===== config.mk =====
export PLATFORM = sky130hd
export DESIGN_NAME = ssel_top
export DESIGN_NICKNAME = d
export VERILOG_FILES = /design/src/ssel_pkg.sv /design/src/ssel_top.sv
export VERILOG_INCLUDE_DIRS = /design/src
export SDC_FILE = /design/constraint.sdc
export NUM_CORES = 1
export LEC_CHECK = 0
export ABC_AREA = 1
export BUFFER_PORTS_ARGS = -buffer_cell sky130_fd_sc_hd__buf_2
export CAP_MARGIN = 10
export CORE_MARGIN = 2
export CORE_UTILIZATION = 29
export CTS_CLUSTER_SIZE = 12
export DETAILED_ROUTE_END_ITERATION = 7
export GPL_ROUTABILITY_DRIVEN = 0
export GPL_TIMING_DRIVEN = 0
export PLACE_DENSITY = 0.52
export SETUP_SLACK_MARGIN = 0.15
export SYNTH_ARGS = -nofsm -noshare
export SYNTH_HDL_FRONTEND = slang
export SYNTH_SLANG_ARGS = --single-unit

===== constraint.sdc =====
create_clock -name pclk -period 2.95 [get_ports pclk]
set_input_delay 0.1475 -clock pclk [delete_from_list [all_inputs] [get_ports pclk]]
set_output_delay 0.1475 -clock pclk [all_outputs]
set_load 0.02 [all_outputs]

===== src/ssel_cfg.svh =====
`ifndef SSEL_CFG_SVH
`define SSEL_CFG_SVH
// Behaviour
// select code is control register 12 bits 7:4
// code 0 floats pin, samples aux input
// code 1 drives converter LSB under bypass
// code 2 drives general switch one level
// code 3 horizontal lock, speed bit picks
// software avoids fast lock with unstable sources
// code 4 drives vertical and horizontal lock
// code 5 drives lock plus colour detected
// code 6 drives alternate line phase flag
// code 7 drives horizontal valid reference
// normal data types: reference high 1440 clocks
// type 7: eight-clock begin/stop, fine delay
// code 8 horizontal sync, two-clock delay steps
// code 9 horizontal ref AND vertical ref
// code 10 field identifier, high odd field
// code 11 drives vertical sync pulse
// code 12 drives alternative vertical pulse
// code 13 vertical gate from start/stop lines
// code 14 vertical reference, position bit picks
// code 15 field flag, start line, polarity
// pin registered; new code next clock

// register indices, byte address is four times the index
`define SSEL_IDX_HBEGIN   8'h06
`define SSEL_IDX_HSTOP    8'h07
`define SSEL_IDX_TIMING   8'h10
`define SSEL_IDX_DECODER  8'h11
`define SSEL_IDX_PINSEL   8'h12
`define SSEL_IDX_OUTCTL   8'h13
`define SSEL_IDX_VSTART   8'h15
`define SSEL_IDX_VSTOP    8'h16
`define SSEL_IDX_VMSB     8'h17
`define SSEL_IDX_STATUS   8'h1F

`define SSEL_RST_BYTE     8'h00
// field positions
`define SSEL_SEL_HI       7
`define SSEL_SEL_LO       4
`define SSEL_BYPASS_BIT   1
`define SSEL_LSPEED_BIT   4
`define SSEL_GSW1_BIT     7
`define SSEL_HDEL_HI      5
`define SSEL_HDEL_LO      4
`define SSEL_VREFPOS_BIT  3
`define SSEL_FIDPOL_BIT   3
`define SSEL_WINDOW_START_LINE_MSB_BIT    1
`define SSEL_WINDOW_STOP_LINE_MSB_BIT    0
// select codes
`define SSEL_C_TRISTATE   4'h0
`define SSEL_C_ADCLSB     4'h1
`define SSEL_C_GSW        4'h2
`define SSEL_C_HLOCK      4'h3
`define SSEL_C_VLOCK      4'h4
`define SSEL_C_DLOCK      4'h5
`define SSEL_C_PHASE      4'h6
`define SSEL_C_HORIZ_VALID_REFERENCE       4'h7
`define SSEL_C_HSYNC      4'h8
`define SSEL_C_GATED      4'h9
`define SSEL_C_ODD        4'hA
`define SSEL_C_VSYNC      4'hB
`define SSEL_C_VALT       4'hC
`define SSEL_C_VERTICAL_WINDOW_GATE      4'hD
`define SSEL_C_VREF       4'hE
`define SSEL_C_FID        4'hF
// horizontal timing
`define SSEL_RAW_TYPE     4'h7
`define SSEL_HORIZ_VALID_REFERENCE_LEN     12'h5A0
`define SSEL_HORIZ_VALID_REFERENCE_START   12'h000
`define SSEL_STEP_SHIFT   3
`define SSEL_FINE_SHIFT   1
`endif


===== src/ssel_pkg.sv =====
package ssel_pkg;
  // live indicators from the decoder core, all line-locked
  typedef struct packed {
    logic       horiz_lock_std;        // standard horizontal lock
    logic       horiz_lock_fast;       // fast horizontal lock
    logic       vert_horiz_lock_flag;  // vertical and horizontal lock
    logic       full_lock_colour_flag; // locks plus colour detected
    logic       alt_line_phase_flag;   // low on alternate-phase lines
    logic       adc_lsb;               // converter least significant bit
    logic       field_odd;             // high during odd field
    logic       vertical_sync_pulse;   // vertical sync
    logic       alt_vertical_pulse;    // alternative vertical pulse
    logic       vref_early;            // vertical reference, position 0
    logic       vref_late;             // vertical reference, position 1
    logic [3:0] line_type;             // data type of current line
    logic [11:0] h_pos;                // clock count within line
    logic [8:0] v_line;                // line count within field
  } ssel_video_t;
endpackage


===== src/ssel_top.sv =====
`include "ssel_cfg.svh"
module ssel_top (
  input  wire logic                 pclk,      // line-locked clock
  input  wire logic                 presetn,   // async reset, low
  input  wire logic                 psel,      // apb select
  input  wire logic                 penable,   // apb enable
  input  wire logic                 pwrite,    // apb direction
  input  wire logic [31:0]          paddr,     // apb byte address
  input  wire logic [31:0]          pwdata,    // apb write data
  output logic      [31:0]          prdata,    // apb read data
  output logic                      pready,    // apb ready
  output logic                      pslverr,   // apb unmapped address
  input  wire ssel_pkg::ssel_video_t video,    // decoder indicators
  input  wire logic                 pin_i,     // status pin level in
  output logic                      pin_o,     // status pin drive
  output logic                      pin_oe,    // status pin enable
  output logic                      aux_test_input // sampled pin as input
);
  import ssel_pkg::*;

  logic [7:0] hbegin_q, hstop_q, timing_q, decoder_q, pinsel_q;
  logic [7:0] outctl_q, vstart_q, vstop_q, vmsb_q;
  logic       pin_q, oe_q, aux_q, fid_q, ready_q, err_q;
  logic [31:0] rdata_q;
  logic [3:0]  sel;
  logic [7:0]  idx;
  logic        mapped;
  logic        wr_go;
  logic [1:0]  hdel;
  logic [8:0]  vsta, vsto;
  logic [11:0] hb, he;
  logic        horiz_valid_reference, hsync, vref, vertical_window_gate, lock_sel, drive;

  function automatic logic is_mapped(input logic [7:0] i);
    is_mapped = (i == `SSEL_IDX_HBEGIN) || (i == `SSEL_IDX_HSTOP) ||
                (i == `SSEL_IDX_TIMING) || (i == `SSEL_IDX_DECODER) ||
                (i == `SSEL_IDX_PINSEL) || (i == `SSEL_IDX_OUTCTL) ||
                (i == `SSEL_IDX_VSTART) || (i == `SSEL_IDX_VSTOP) ||
                (i == `SSEL_IDX_VMSB) || (i == `SSEL_IDX_STATUS);
  endfunction

  // window test used by both horizontal pulses
  function automatic logic in_window(input logic [11:0] p, input logic [11:0] b,
                                     input logic [11:0] e);
    in_window = (p >= b) && (p < e);
  endfunction

  assign idx    = paddr[9:2];
  assign mapped = is_mapped(idx) && (paddr[1:0] == 2'b00) && (paddr[31:10] == 22'h000000);
  assign wr_go  = psel && penable && ready_q && pwrite && mapped;
  assign sel    = pinsel_q[`SSEL_SEL_HI:`SSEL_SEL_LO];
  assign hdel   = timing_q[`SSEL_HDEL_HI:`SSEL_HDEL_LO];
  assign vsta   = {vmsb_q[`SSEL_WINDOW_START_LINE_MSB_BIT], vstart_q};
  assign vsto   = {vmsb_q[`SSEL_WINDOW_STOP_LINE_MSB_BIT], vstop_q};

  // apb: no wait states, ready raised in the first access cycle
  always_ff @(posedge pclk or negedge presetn) begin
    if (!presetn) begin
      ready_q <= 1'b0;
      err_q   <= 1'b0;
      rdata_q <= 32'h00000000;
    end else begin
      ready_q <= psel && !penable;
      err_q   <= psel && !penable && !mapped;
      if (psel && !penable) begin
        // refused addresses read zero, including misaligned hits
        unique case (mapped ? idx : 8'h00)
          `SSEL_IDX_HBEGIN:  rdata_q <= {24'h000000, hbegin_q};
          `SSEL_IDX_HSTOP:   rdata_q <= {24'h000000, hstop_q};
          `SSEL_IDX_TIMING:  rdata_q <= {24'h000000, timing_q};
          `SSEL_IDX_DECODER: rdata_q <= {24'h000000, decoder_q};
          `SSEL_IDX_PINSEL:  rdata_q <= {24'h000000, pinsel_q};
          `SSEL_IDX_OUTCTL:  rdata_q <= {24'h000000, outctl_q};
          `SSEL_IDX_VSTART:  rdata_q <= {24'h000000, vstart_q};
          `SSEL_IDX_VSTOP:   rdata_q <= {24'h000000, vstop_q};
          `SSEL_IDX_VMSB:    rdata_q <= {24'h000000, vmsb_q};
          `SSEL_IDX_STATUS:  rdata_q <= {29'h00000000, fid_q, oe_q, pin_q};
          default:           rdata_q <= 32'h00000000;
        endcase
      end
    end
  end

  // register file; a new select code is live from the edge after the write
  always_ff @(posedge pclk or negedge presetn) begin
    if (!presetn) begin
      hbegin_q  <= `SSEL_RST_BYTE;
      hstop_q   <= `SSEL_RST_BYTE;
      timing_q  <= `SSEL_RST_BYTE;
      decoder_q <= `SSEL_RST_BYTE;
      pinsel_q  <= `SSEL_RST_BYTE;
      outctl_q  <= `SSEL_RST_BYTE;
      vstart_q  <= `SSEL_RST_BYTE;
      vstop_q   <= `SSEL_RST_BYTE;
      vmsb_q    <= `SSEL_RST_BYTE;
    end else if (wr_go) begin
      unique case (idx)
        `SSEL_IDX_HBEGIN:  hbegin_q  <= pwdata[7:0];
        `SSEL_IDX_HSTOP:   hstop_q   <= pwdata[7:0];
        `SSEL_IDX_TIMING:  timing_q  <= pwdata[7:0];
        `SSEL_IDX_DECODER: decoder_q <= pwdata[7:0];
        `SSEL_IDX_PINSEL:  pinsel_q  <= pwdata[7:0];
        `SSEL_IDX_OUTCTL:  outctl_q  <= pwdata[7:0];
        `SSEL_IDX_VSTART:  vstart_q  <= pwdata[7:0];
        `SSEL_IDX_VSTOP:   vstop_q   <= pwdata[7:0];
        `SSEL_IDX_VMSB:    vmsb_q    <= pwdata[7:0];
        default: ;
      endcase
    end
  end

  // horizontal pulses: begin/stop in eight-clock steps
  always_comb begin
    hb = {1'b0, hbegin_q, 3'b000} + {10'h000, hdel};
    he = {1'b0, hstop_q, 3'b000} + {10'h000, hdel};
    if (video.line_type == `SSEL_RAW_TYPE)
      horiz_valid_reference = in_window(video.h_pos, hb, he);
    else
      horiz_valid_reference = in_window(video.h_pos, `SSEL_HORIZ_VALID_REFERENCE_START,
                       `SSEL_HORIZ_VALID_REFERENCE_START + `SSEL_HORIZ_VALID_REFERENCE_LEN);
    // sync trims in two-clock steps, hence delay doubled
    hsync = in_window(video.h_pos, hb + {10'h000, hdel},
                      he + {10'h000, hdel});
  end

  assign vref  = timing_q[`SSEL_VREFPOS_BIT] ? video.vref_late : video.vref_early;
  assign vertical_window_gate = (video.v_line >= vsta) && (video.v_line < vsto);
  // fast indicator only meant for stable sources
  assign lock_sel = decoder_q[`SSEL_LSPEED_BIT] ? video.horiz_lock_fast
                                                : video.horiz_lock_std;

  // field flag: polarity applied, then latched at the window start line
  always_ff @(posedge pclk or negedge presetn) begin
    if (!presetn)
      fid_q <= 1'b0;
    else if (video.v_line == vsta)
      fid_q <= video.field_odd ^ outctl_q[`SSEL_FIDPOL_BIT];
  end

  // pin mux
  always_comb begin
    unique case (sel)
      `SSEL_C_TRISTATE: drive = 1'b0;
      `SSEL_C_ADCLSB:   drive = decoder_q[`SSEL_BYPASS_BIT] & video.adc_lsb;
      `SSEL_C_GSW:      drive = decoder_q[`SSEL_GSW1_BIT];
      `SSEL_C_HLOCK:    drive = lock_sel;
      `SSEL_C_VLOCK:    drive = video.vert_horiz_lock_flag;
      `SSEL_C_DLOCK:    drive = video.full_lock_colour_flag;
      `SSEL_C_PHASE:    drive = video.alt_line_phase_flag;
      `SSEL_C_HORIZ_VALID_REFERENCE:     drive = horiz_valid_reference;
      `SSEL_C_HSYNC:    drive = hsync;
      `SSEL_C_GATED:    drive = horiz_valid_reference & vref;
      `SSEL_C_ODD:      drive = video.field_odd;
      `SSEL_C_VSYNC:    drive = video.vertical_sync_pulse;
      `SSEL_C_VALT:     drive = video.alt_vertical_pulse;
      `SSEL_C_VERTICAL_WINDOW_GATE:    drive = vertical_window_gate;
      `SSEL_C_VREF:     drive = vref;
      `SSEL_C_FID:      drive = fid_q;
    endcase
  end

  // reserved bypass-off slot drives low rather than floating
  always_ff @(posedge pclk or negedge presetn) begin
    if (!presetn) begin
      pin_q <= 1'b0;
      oe_q  <= 1'b0;
      aux_q <= 1'b0;
    end else begin
      pin_q <= drive;
      oe_q  <= (sel != `SSEL_C_TRISTATE);
      aux_q <= (sel == `SSEL_C_TRISTATE) ? pin_i : aux_q;
    end
  end

  assign prdata         = rdata_q;
  assign pready         = ready_q;
  assign pslverr        = err_q;
  assign pin_o          = pin_q;
  assign pin_oe         = oe_q;
  assign aux_test_input = aux_q;

  a_tristate_off: assert property (@(posedge pclk) disable iff (!presetn)
    (sel == `SSEL_C_TRISTATE) |=> !pin_oe) else $error("pin driven in tri-state code");
  a_drive_on: assert property (@(posedge pclk) disable iff (!presetn)
    (sel != `SSEL_C_TRISTATE) |=> pin_oe) else $error("pin not driven");
  a_aux_sample: assert property (@(posedge pclk) disable iff (!presetn)
    (sel == `SSEL_C_TRISTATE) |=> aux_test_input == $past(pin_i)) else $error("aux not sampled");
  a_gsw_level: assert property (@(posedge pclk) disable iff (!presetn)
    (sel == `SSEL_C_GSW) |=> pin_o == $past(decoder_q[`SSEL_GSW1_BIT])) else $error("gsw wrong");
  a_bypass_lsb: assert property (@(posedge pclk) disable iff (!presetn)
    (sel == `SSEL_C_ADCLSB && decoder_q[`SSEL_BYPASS_BIT]) |=> pin_o == $past(video.adc_lsb))
    else $error("lsb not driven");
  a_hlock_fast: assert property (@(posedge pclk) disable iff (!presetn)
    (sel == `SSEL_C_HLOCK && decoder_q[`SSEL_LSPEED_BIT]) |=> pin_o == $past(video.horiz_lock_fast))
    else $error("fast lock wrong");
  a_horiz_valid_reference_len: assert property (@(posedge pclk) disable iff (!presetn)
    (sel == `SSEL_C_HORIZ_VALID_REFERENCE && video.line_type != `SSEL_RAW_TYPE && video.h_pos == 12'h59F)
    |=> pin_o) else $error("horiz_valid_reference short");
  a_horiz_valid_reference_end: assert property (@(posedge pclk) disable iff (!presetn)
    (sel == `SSEL_C_HORIZ_VALID_REFERENCE && video.line_type != `SSEL_RAW_TYPE && video.h_pos == 12'h5A0)
    |=> !pin_o) else $error("horiz_valid_reference long");
  a_gated_and: assert property (@(posedge pclk) disable iff (!presetn)
    (sel == `SSEL_C_GATED) |=> pin_o == $past(horiz_valid_reference & vref)) else $error("gated wrong");
  a_sel_apply: assert property (@(posedge pclk) disable iff (!presetn)
    (wr_go && idx == `SSEL_IDX_PINSEL && pwdata[7:4] == `SSEL_C_GSW)
    ##1 (sel == `SSEL_C_GSW) |=> pin_o == $past(decoder_q[`SSEL_GSW1_BIT]))
    else $error("select not applied");
endmodule


* Word-level counts from Yosys, hierarchy flattened
Index checks and enable logic that the tools add are counted.
** Word-level totals
- Register bits :: 110
- Bits of input ports :: 106
- Output and inout bits :: 37
- Logic and storage cells :: 110
** Cells by class
- $add $sub $neg :: 4
- Order comparisons :: 8
- Eq/ne operators :: 37
- Muxes and demuxes :: 6
- Bitwise operators :: 3
- Reduce and logical (&&, ||, !) cells :: 36
** Operators by type and width (number)
- $eq 8x5->1 const B :: 16
- $pmux 8 s10 :: 1
- $eq 4x4->1 const B :: 8
- $eq 8x3->1 const B :: 4
- $add 11x2->12 :: 2
- $add 12x2->12 :: 2
- $ge 12x12->1 :: 2
- $lt 12x12->1 :: 2
- $logic_not 22->1 :: 1
- $eq 4x3->1 const B :: 5
- $reduce_and 2->1 :: 9
- $pmux 1 s16 :: 1
- $ge 12x1->1 const B :: 1
- $logic_and 1x1->1 :: 12
- $lt 12x11->1 const B :: 1
- $eq 9x9->1 :: 1
- $ge 9x9->1 :: 1
- $logic_or 1x1->1 :: 9
- $lt 9x9->1 :: 1
- $eq 4x2->1 const B :: 2
- $mux 8 :: 1
- $eq 4x1->1 const B :: 1
- $logic_not 4->1 :: 1
- $reduce_bool 4->1 :: 1
- other kinds (5) :: 9

* Depth between registers and ports, before layout
Gate-level depths: netlist of run 1.
- Word-level depth :: 15
- Gate-level depth with buffers :: 16

* Worst setup path before layout of run 1
No wires, ideal clock.
- Kind :: reg-to-reg
- From :: reg ready_q (netlist: pready)
- To :: reg vmsb_q[5]
- Data arrival time :: 1.622 ns
- Data required time :: 2.820 ns
- Path slack :: 1.198 ns
- Stages on the path, launching flop included :: 7
- Path buffers :: 1
- Path through :: dfrtp_1 -> nand2_1 -> nor2_1 -> nand4_2 -> clkbuf_1 -> nand2_1 -> o21ai_1
** Between the ends
- Longest elaborated chain between the ends :: 4
** Ends and longest elaborated chain
- from (decl) :: RTL line ssel_top.sv:23 : logic pin_q, oe_q, aux_q, fid_q, ready_q, err_q;
- from (signal assigned) :: RTL line ssel_top.sv:63 : ready_q <= psel && !penable;
- $logic_and 1x1->1 (3 in series) :: RTL line ssel_top.sv:50 : assign wr_go = psel && penable && ready_q && pwrite && mapped;
- $reduce_and 2->1 (no source line)
- to (signal assigned) :: RTL line ssel_top.sv:95 : vmsb_q <= `SSEL_RST_BYTE;
- to (signal assigned) :: RTL line ssel_top.sv:106 : `SSEL_IDX_VMSB: vmsb_q <= pwdata[7:0];
- to (decl) :: RTL line ssel_top.sv:22 : logic [7:0] outctl_q, vstart_q, vstop_q, vmsb_q;
No other way between the ends.
A chain may end at the register's enable or synchronous reset.

* Worst setup path after layout of run 1
- From :: in penable
- To :: reg pinsel_q[6]
** Between the ends
- Longest elaborated chain between the ends :: 5
** Ends and longest elaborated chain
- from (decl) :: RTL line ssel_top.sv:6 : input wire logic penable,
- $logic_and 1x1->1 (4 in series) :: RTL line ssel_top.sv:50
- $reduce_and 2->1 (no source line)
- to (signal assigned) :: RTL line ssel_top.sv:91 : pinsel_q <= `SSEL_RST_BYTE;
- to (signal assigned) :: RTL line ssel_top.sv:102 : `SSEL_IDX_PINSEL: pinsel_q <= pwdata[7:0];
- to (decl) :: RTL line ssel_top.sv:21 : logic [7:0] hbegin_q, hstop_q, timing_q, decoder_q, pinsel_q;
No other way between the ends.

==> results by group, run 1 <==
STA
  – Max Clock Skew: 0.00733 ns
  – Minimum clock period after layout: 2.43 ns
  – Hold Worst Slack: 0.0242 ns
  – Final setup vio count: 0
  – Max Clock Freq: 411 MHz
  – Final hold vios: 0
  – Period utilization: 82.4%
  – Worst-Margin Slew: 1.20 ns
  – Post-Route Setup TNS: 0 ns
  – Slew Limit Fails: 0
  – RSZ-0062 raised after global routing: no
  – Relative slew slack: 19.7%

Drt
  – DRC Markers: 0
  – Vias per inst: 4.66
  – Pre-Repair DR Iteration Count: 5
  – DRT iter0 DRCs: 287
  – DR vias: 5381
  – Total Wirelength: 18200 um
  – Drt wl/cell: 15.8 um
  – Post-DRT Antenna Nets: 0

Finish
  – # fillers: 2097
  – NumNets Final: 1028
  – Finished Layout Cells: 1155
  – Syn-to-layout area delta: 22.4%
  – N_diodes: 0
  – Layout cell share with drive strength beyond 1: 19.8%

Setup path
  – Arrival @ worst endpoint: 2.64 ns
  – CP Max Fanout: 10
  – Critical Path RT: 3.16 ns
  – Crit path buf inv count: 3
  – WP depth: 8
  – Critical path type: input port to register
  – Crit path cell chain: dlygate4sd3_1, buf_2, nand2_1, nor2_1, nand4_2, clkbuf_1, nand2_1, o21ai_1
  – Reg-to-reg setup timing slack: 0.60 ns
  – Top delay family on crit path: simple AND/OR/NAND/NOR gates
  – Most used cell along the critical path: nand2_1
  – Type of origin of the critical path: input port
  – Cell depth of the worst flop-to-flop path: 6
  – CP peak stage delay: 0.90 ns
  – Worst path slowest cell: nor2_1
  – Worst setup EP type: register

Logic synthesis
  – Avg Inst Size Synth: 7.53 um^2
  – Sequential element share of the synthesized area: 37.9%
  – Post-synth EDFFs: 0
  – Synth top area share: 37.9%
  – Netlist cell types: 40
  – FF+latch count, synth: 86
  – Async SR Flop Fraction: 100%
  – Cells after Synth: 754
  – Post-Syn Area: 0.00568 mm^2
  – Top FF cell, synth: dfrtp_1
  – Top post-synthesis cells by area: dfrtp_1 38%, nand2_1 12%, ha_1 8.2%, o21ai_1 6.5%, nand4_1 6.4%
  – Yosys warnings: 0
  – Yosys top cell by area: dfrtp_1

Global route
  – Number of global-route vias before repair: 5130
  – Pin count of the biggest net entering global routing: 46
  – GRT Total Usage: 18.1%
  – First-pass GRT wire length: 28300 um
  – Global route overflow: 0
  – Initial antenna violation count: 0

Clocking
  – Clk slew on worst S/H paths: 0.06 ns
  – CTS max path bufs: 2
  – H-tree depth: 3
  – CTS root buf: clkbuf_16
  – TritonCTS Buffers: 9
  – TritonCTS clock tree: built
  – Clk_lat worst skew: 0.35 ns
  – Clock sink count: 86

Flow run
  – Max_cap viols: 0

Floorplanning
  – Floorplan row count: 51
  – Core area: 0.0193 mm^2
  – Height of the die: 144 um
  – Die width: 144 um
  – Starting density of the core: 29.4%
  – I/O pins: 143
  – Die ar.: 0.0207 mm^2

Power and ir drop
  – Leakage power: 3.44 nW
  – Comb power frac: 10.7%
  – Sequential share of power: 42.7%
  – P_int: 2.09 mW
  – Design Power: 2.77 mW
  – Clock power frac: 46.5%
  – VDD IR-drop max: 341 uV
  – Power per Cell Area: 399 mW/mm^2
  – Switching share of power: 24.6%
  – Net Sw Power: 0.680 mW

Hold path
  – Hold Path Depth: 3
  – Hold WC Path Type: input port to register

Placed design
  – Placed Cells: 1137
  – Post-detail-place hpwl: 14000 um
  – Port Buffers: 94

Outcome
  – Status: finished clean
-- per-stage QoR --
| stage | util, % | instance area [um^2] | setup slack, ns |
|---|---|---|---|
| 2_1_floorplan | - | 5760 | 1.20 |
| 3_3_place_gp | 33.9 | 6560 | 0.621 |
| 3_5_place_dp | 34.1 | 6590 | 0.653 |
| 4_1_cts | 35.9 | 6950 | 0.541 |
| 5_1_grt | 35.9 | 6950 | 0.354 |
| 6_report | 35.9 | 6950 | 0.520 |
-- registers in the layout (all words and copies together), names as in the netlist --
name	flops
decoder_q	8
hbegin_q	8
hstop_q	8
outctl_q	8
pinsel_q	8
prdata	8
timing_q	8
vmsb_q	8
vstart_q	8
vstop_q	8
aux_test_input	1
fid_q	1
pin_o	1
pin_oe	1
pready	1
pslverr	1
-- cells in the final DEF, fill, tap and decap left out, types with 7 or more instances in the layout --
| cell | Yosys | routed |
|---|---|---|
| nand3_1 | 25 | 25 |
| nand2_1 | 179 | 179 |
| nand4_1 | 58 | 58 |
| clkbuf_16 | 0 | 9 |
| nand4_2 | 7 | 7 |
| o21ai_1 | 74 | 74 |
| conb_1 | 1 | 24 |
| buf_4 | 25 | 26 |
| ha_1 | 37 | 37 |
| a21oi_1 | 17 | 17 |
| buf_2 | 10 | 103 |
| dfrtp_1 | 86 | 86 |
| o21ai_0 | 16 | 16 |
| inv_1 | 80 | 80 |
| nor2_1 | 89 | 89 |
| clkbuf_1 | 6 | 7 |
-- layout make-up --
class	count	area, um^2	area share [%]
Sequential cell	86	2150	31.0
Timing Repair Buffer	97	520	7.49
Clock buffer	12	256	3.69
Multi-Input combinational cell	559	2970	42.8
Clock inverter	4	77.6	1.12
Tap cell	265	332	4.77
Inverter	85	319	4.59
Buffer	47	320	4.61
-- worst reg2reg max path: cells and delay by family (launching register included) --
family                 cells  cell delay, ns
AND/OR/NAND/NOR            4            1.45
AO/OA/AOI/OAI              1            0.06
flip-flops                 1            0.35
buffers and inverters      1            0.35
-- what timing repair did --
action | in CTS | in global routing
buffers inserted | 0 | 0
gates resized for setup | 0 | 0
endpoints found under the hold margin | 42 | 0
hold buffers | 2 | 0
-- synth_stat cells, types with 5 or more instances --
library cell / count
a21oi_1: 17
buf_2: 10
buf_4: 25
buf_6: 5
clkbuf_1: 6
dfrtp_1: 86
ha_1: 37
inv_1: 80
nand2_1: 179
nand3_1: 25
nand4_1: 58
nand4_2: 7
nor2_1: 89
nor3_1: 5
o21ai_0: 16
o21ai_1: 74
-- path summary, 6_finish.rpt --
check | startpoint | endpoint
hold / removal | psel | pready$_DFF_PN0_
hold reg to reg | prdata[4]$_DFFE_PN0P_ | prdata[4]$_DFFE_PN0P_
min in group asynchronous | presetn | vstart_q[3]$_DFFE_PN0P_
max in group asynchronous | presetn | pinsel_q[7]$_DFFE_PN0P_
setup reg to reg | pready$_DFF_PN0_ | pinsel_q[6]$_DFFE_PN0P_
setup / recovery | penable | pinsel_q[6]$_DFFE_PN0P_
-- logic make-up after synthesis --
kind of cell    share of synthesized area [%]
xor+xnor                                0.154
simple gates                             31.2
compound gates                           11.0
buf+inv                                  11.3
fa+ha+maj                                8.16
other cells                            0.0661
flops                                    37.9
mux                                     0.198
-- routing by layer --
layer  vias to the layer above  share of wire (%)  GRT usage (%)  wire (um)
met3                        24                5.7           2.07       1030
met2                       173                 45           29.2       8250
li1                       2736                  -              -          -
met4                         0                2.5           7.02        461
met5                         -                  0              0          0
met1                      2448                 46           25.0       8460
-- power by group through the flow --
| stage | clock network, mW | logic [mW] | registers [mW] |
|---|---|---|---|
| 2_1_floorplan | 0 | 0.155 | 1.21 |
| 5_1_grt | 1.35 | 0.337 | 1.18 |
| 4_1_cts | 1.30 | 0.302 | 1.18 |
| 3_3_place_gp | 0 | 0.291 | 1.21 |
| 3_5_place_dp | 0 | 0.299 | 1.21 |
| 6_report | 1.29 | 0.298 | 1.18 |
Power figures use the tool's default switching activity.
==> run 2: changes to the inputs <==
- PLACE_DENSITY: 0.52 -> 0.54
- clock period: 2.95 -> 2.11 ns (I/O delays scaled with it)
==> run 2 against run 1 <==
Effect of this change:
- first-iteration DRC count grew 24%
- combinational power grew 43%
- total power grew 29%
- flip-flop and latch count is the same
- critical path type is now register to register
==> results by group, run 2 (synthesis results as in run 1) <==
Finish
  – FF/Latch Area: 0.00215 mm^2 (unchanged)
  – Most common cell after layout, fill and taps aside: nand2_1 (unchanged)
  – NumNets Final: 1030 (was 1028)
  – Commonest cells after routing, fill and taps aside: 179 x nand2_1, 101 x buf_2, 87 x nor2_1 (was 179 x nand2_1, 103 x buf_2, 89 x nor2_1)
  – # fillers: 2076 (was 2097)
  – N_diodes: 0 (unchanged)
  – Finished Layout Cells: 1157 (was 1155)
  – Fin area: 0.00694 mm^2 (was 0.00695 mm^2)
  – Multi-input gate area: 0.00300 mm^2 (was 0.00297 mm^2)
  – Syn-to-layout area delta: 22.3% (was 22.4%)
  – Layout cell share with drive strength beyond 1: 20.2% (was 19.8%)
  – Finished Core Util: 35.9% (about the same)

Drt
  – Wire length on met2: 8270 um (was 8250 um)
  – DR vias: 5434 (was 5381)
  – DRC Markers: 0 (unchanged)
  – DR top layer: met4 (unchanged)
  – Vias per inst: 4.70 (was 4.66)
  – Drt wl/cell: 15.5 um (was 15.8 um)
  – Post-DRT Antenna Nets: 0 (unchanged)
  – WL met1: 8240 um (was 8460 um)
  – DRT iter0 DRCs: 357 (was 287)
  – Total Wirelength: 18000 um (was 18200 um)
  – Pre-Repair DR Iteration Count: 5 (unchanged)
  – WL met3: 1050 um (was 1030 um)

Power and ir drop
  – Design Power: 3.57 mW (was 2.77 mW)
  – VDD IR-drop max: 372 uV (was 341 uV)
  – Power per Cell Area: 514 mW/mm^2 (was 399 mW/mm^2)
  – Leakage power: 3.42 nW (was 3.44 nW)

Floorplanning
  – Height of the die: 144 um (unchanged)
  – I/O pins: 143 (unchanged)
  – Floorplan row count: 51 (unchanged)
  – Core area: 0.0193 mm^2 (unchanged)
  – Die ar.: 0.0207 mm^2 (unchanged)
  – Starting density of the core: 29.4% (unchanged)
  – Die width: 144 um (unchanged)

Flow run
  – Max_cap viols: 0 (unchanged)

STA
  – Minimum clock period after layout: 1.79 ns
  – Worst-Margin Slew: 0.692 ns (was 1.20 ns)
  – Final setup vio count: 0 (unchanged)
  – Final hold vios: 0 (unchanged)
  – Slew Limit Fails: 0 (unchanged)
  – Relative slew slack: 53.7% (was 19.7%)
  – RSZ-0062 raised after global routing: no (unchanged)
  – Max Clock Skew: 0.00732 ns (was 0.00733 ns)
  – Max Clock Freq: 558 MHz
  – Period utilization: 84.9%
  – Setup ws final: 0.319 ns (was 0.520 ns)

Setup path
  – Crit path cell chain: inv_1, ha_1, inv_1, o21ai_0, inv_1, nand2_1, nand2_1, inv_1, o21ai_0, nand2_1, nand2_1, nand2_1, nand2_1, nand3_1 (was dlygate4sd3_1, buf_2, nand2_1, nor2_1, nand4_2, clkbuf_1, nand2_1, o21ai_1)
  – CP Max Fanout: 3 (was 10)
  – Reg-to-reg setup timing slack: 0.32 ns (was 0.60 ns)
  – Critical path type: register to register (was input port to register)
  – Worst path slowest cell: dfrtp_1 (was nor2_1)
  – Crit Reg-Reg Endpoint: pin_o$_DFF_PN0_ (was pinsel_q[6]$_DFFE_PN0P_)
  – CP peak stage delay: 0.40 ns (was 0.90 ns)
  – Reg2Reg Launch Point: timing_q[5]$_DFFE_PN0P_ (was pready$_DFF_PN0_)
  – Most used cell along the critical path: nand2_1 (unchanged)
  – Worst setup EP type: register (unchanged)
  – Critical Path RT: 2.34 ns (was 3.16 ns)
  – Arrival @ worst endpoint: 2.02 ns (was 2.64 ns)
  – Cell depth of the worst flop-to-flop path: 14 (was 6)
  – Type of origin of the critical path: register (was input port)

Hold path
  – Hold Path Depth: 3 (unchanged)
  – Hold Path Origin: video[29] (was psel)
  – Hold WC Path Type: input port to register (unchanged)
  – Hold Path Sink: fid_q$_DFFE_PN0P_ (was pready$_DFF_PN0_)

Clocking
  – Clk_lat worst skew: 0.35 ns (about the same)
  – TritonCTS Buffers: 9 (unchanged)
  – Clock sink count: 86 (unchanged)
  – H-tree depth: 3 (unchanged)
  – TritonCTS clock tree: built (unchanged)
  – CTS root buf: clkbuf_16 (unchanged)
  – Setup bufs post-CTS: 0 (unchanged)
  – Clk slew on worst S/H paths: 0.07 ns (was 0.06 ns)
  – CTS max path bufs: 2 (unchanged)

Global route
  – Global route overflow: 0 (unchanged)
  – GRT Total Usage: 18.0% (was 18.1%)
  – Number of global-route vias before repair: 4982 (was 5130)
  – Initial antenna violation count: 0 (unchanged)
  – Pin count of the biggest net entering global routing: 54 (was 46)
  – First-pass GRT wire length: 28000 um (was 28300 um)

Outcome
  – Status: finished clean (unchanged)

Placed design
  – Placed cell areas: 0.00659 mm^2 (unchanged)
  – Post-detail-place hpwl: 13900 um (was 14000 um)
  – Port Buffers: 94 (unchanged)
  – Placed Cells: 1137 (unchanged)
  – Place WS: -0.155 ns (was 0.653 ns)
[run 2: what timing repair did]
| action | 4_1_cts | 5_1_grt |
|---|---|---|
| pin swaps | 0 | 0 |
| hold buffers | 4 | 0 |
| hold endpoints to repair | 35 | 0 |
| gates resized for setup | 1 | 10 |
| endpoints found under the setup margin | 72 | 28 |
[run 2: worst max path at each step]
stage / slack, ns / endpoint / cells past startpoint / from
2_1_floorplan: 0.36 / vmsb_q[5]$_DFFE_PN0P_ / 6 / pready$_DFF_PN0_
3_3_place_gp: -0.16 / hbegin_q[6]$_DFFE_PN0P_ / 6 / pready$_DFF_PN0_
3_5_place_dp: -0.15 / hbegin_q[6]$_DFFE_PN0P_ / 6 / pready$_DFF_PN0_
4_1_cts: 0.19 / hbegin_q[6]$_DFFE_PN0P_ / 6 / pready$_DFF_PN0_
5_1_grt: 0.16 / prdata[7]$_DFFE_PN0P_ / 14 / paddr[9]
6_report: 0.32 / pin_o$_DFF_PN0_ / 14 / timing_q[5]$_DFFE_PN0P_
[run 2: through the flow]
step	hold WS [ns]	TNS, ns
global placement	0.290	-4.63
global route	0.110	0
floorplan	-0.190	0
detailed placement	0.0918	-4.24
finish	0.0993	0
CTS	0.0886	0
[run 2: power by group]
part	total [mW]	internal [mW]	leakage [nW]	switching, mW
clock	1.49	0.825	0.132	0.663
sequential	1.65	1.65	1.20	0.00235
combinational	0.425	0.162	2.09	0.263
total	3.57	2.64	3.42	0.928
[run 2: cell type report]
type | instances | area share (%)
multi-input combinational | 559 | 43.2
inverter | 85 | 4.60
clock buffer | 12 | 3.55
tap | 265 | 4.78
clock inverter | 4 | 0.325
timing repair buffer | 99 | 7.79
buffer | 47 | 4.74
sequential | 86 | 31.0
[run 2: per-layer routing]
metal | GRT usage [%] | vias up
met5 | 0 | -
met4 | 6.97 | 0
met3 | 3.03 | 22
met2 | 28.8 | 176
met1 | 24.4 | 2493
li1 | - | 2743
[run 2: worst max-delay path, delay by kind of cell, from the launching register on]
family / cells / cell delay (ns)
AND/OR/NAND/NOR: 7 / 0.48
adder cells (fa/ha/maj): 1 / 0.29
flip-flops: 1 / 0.40
buffers and inverters: 4 / 0.24
AO/OA/AOI/OAI: 2 / 0.24
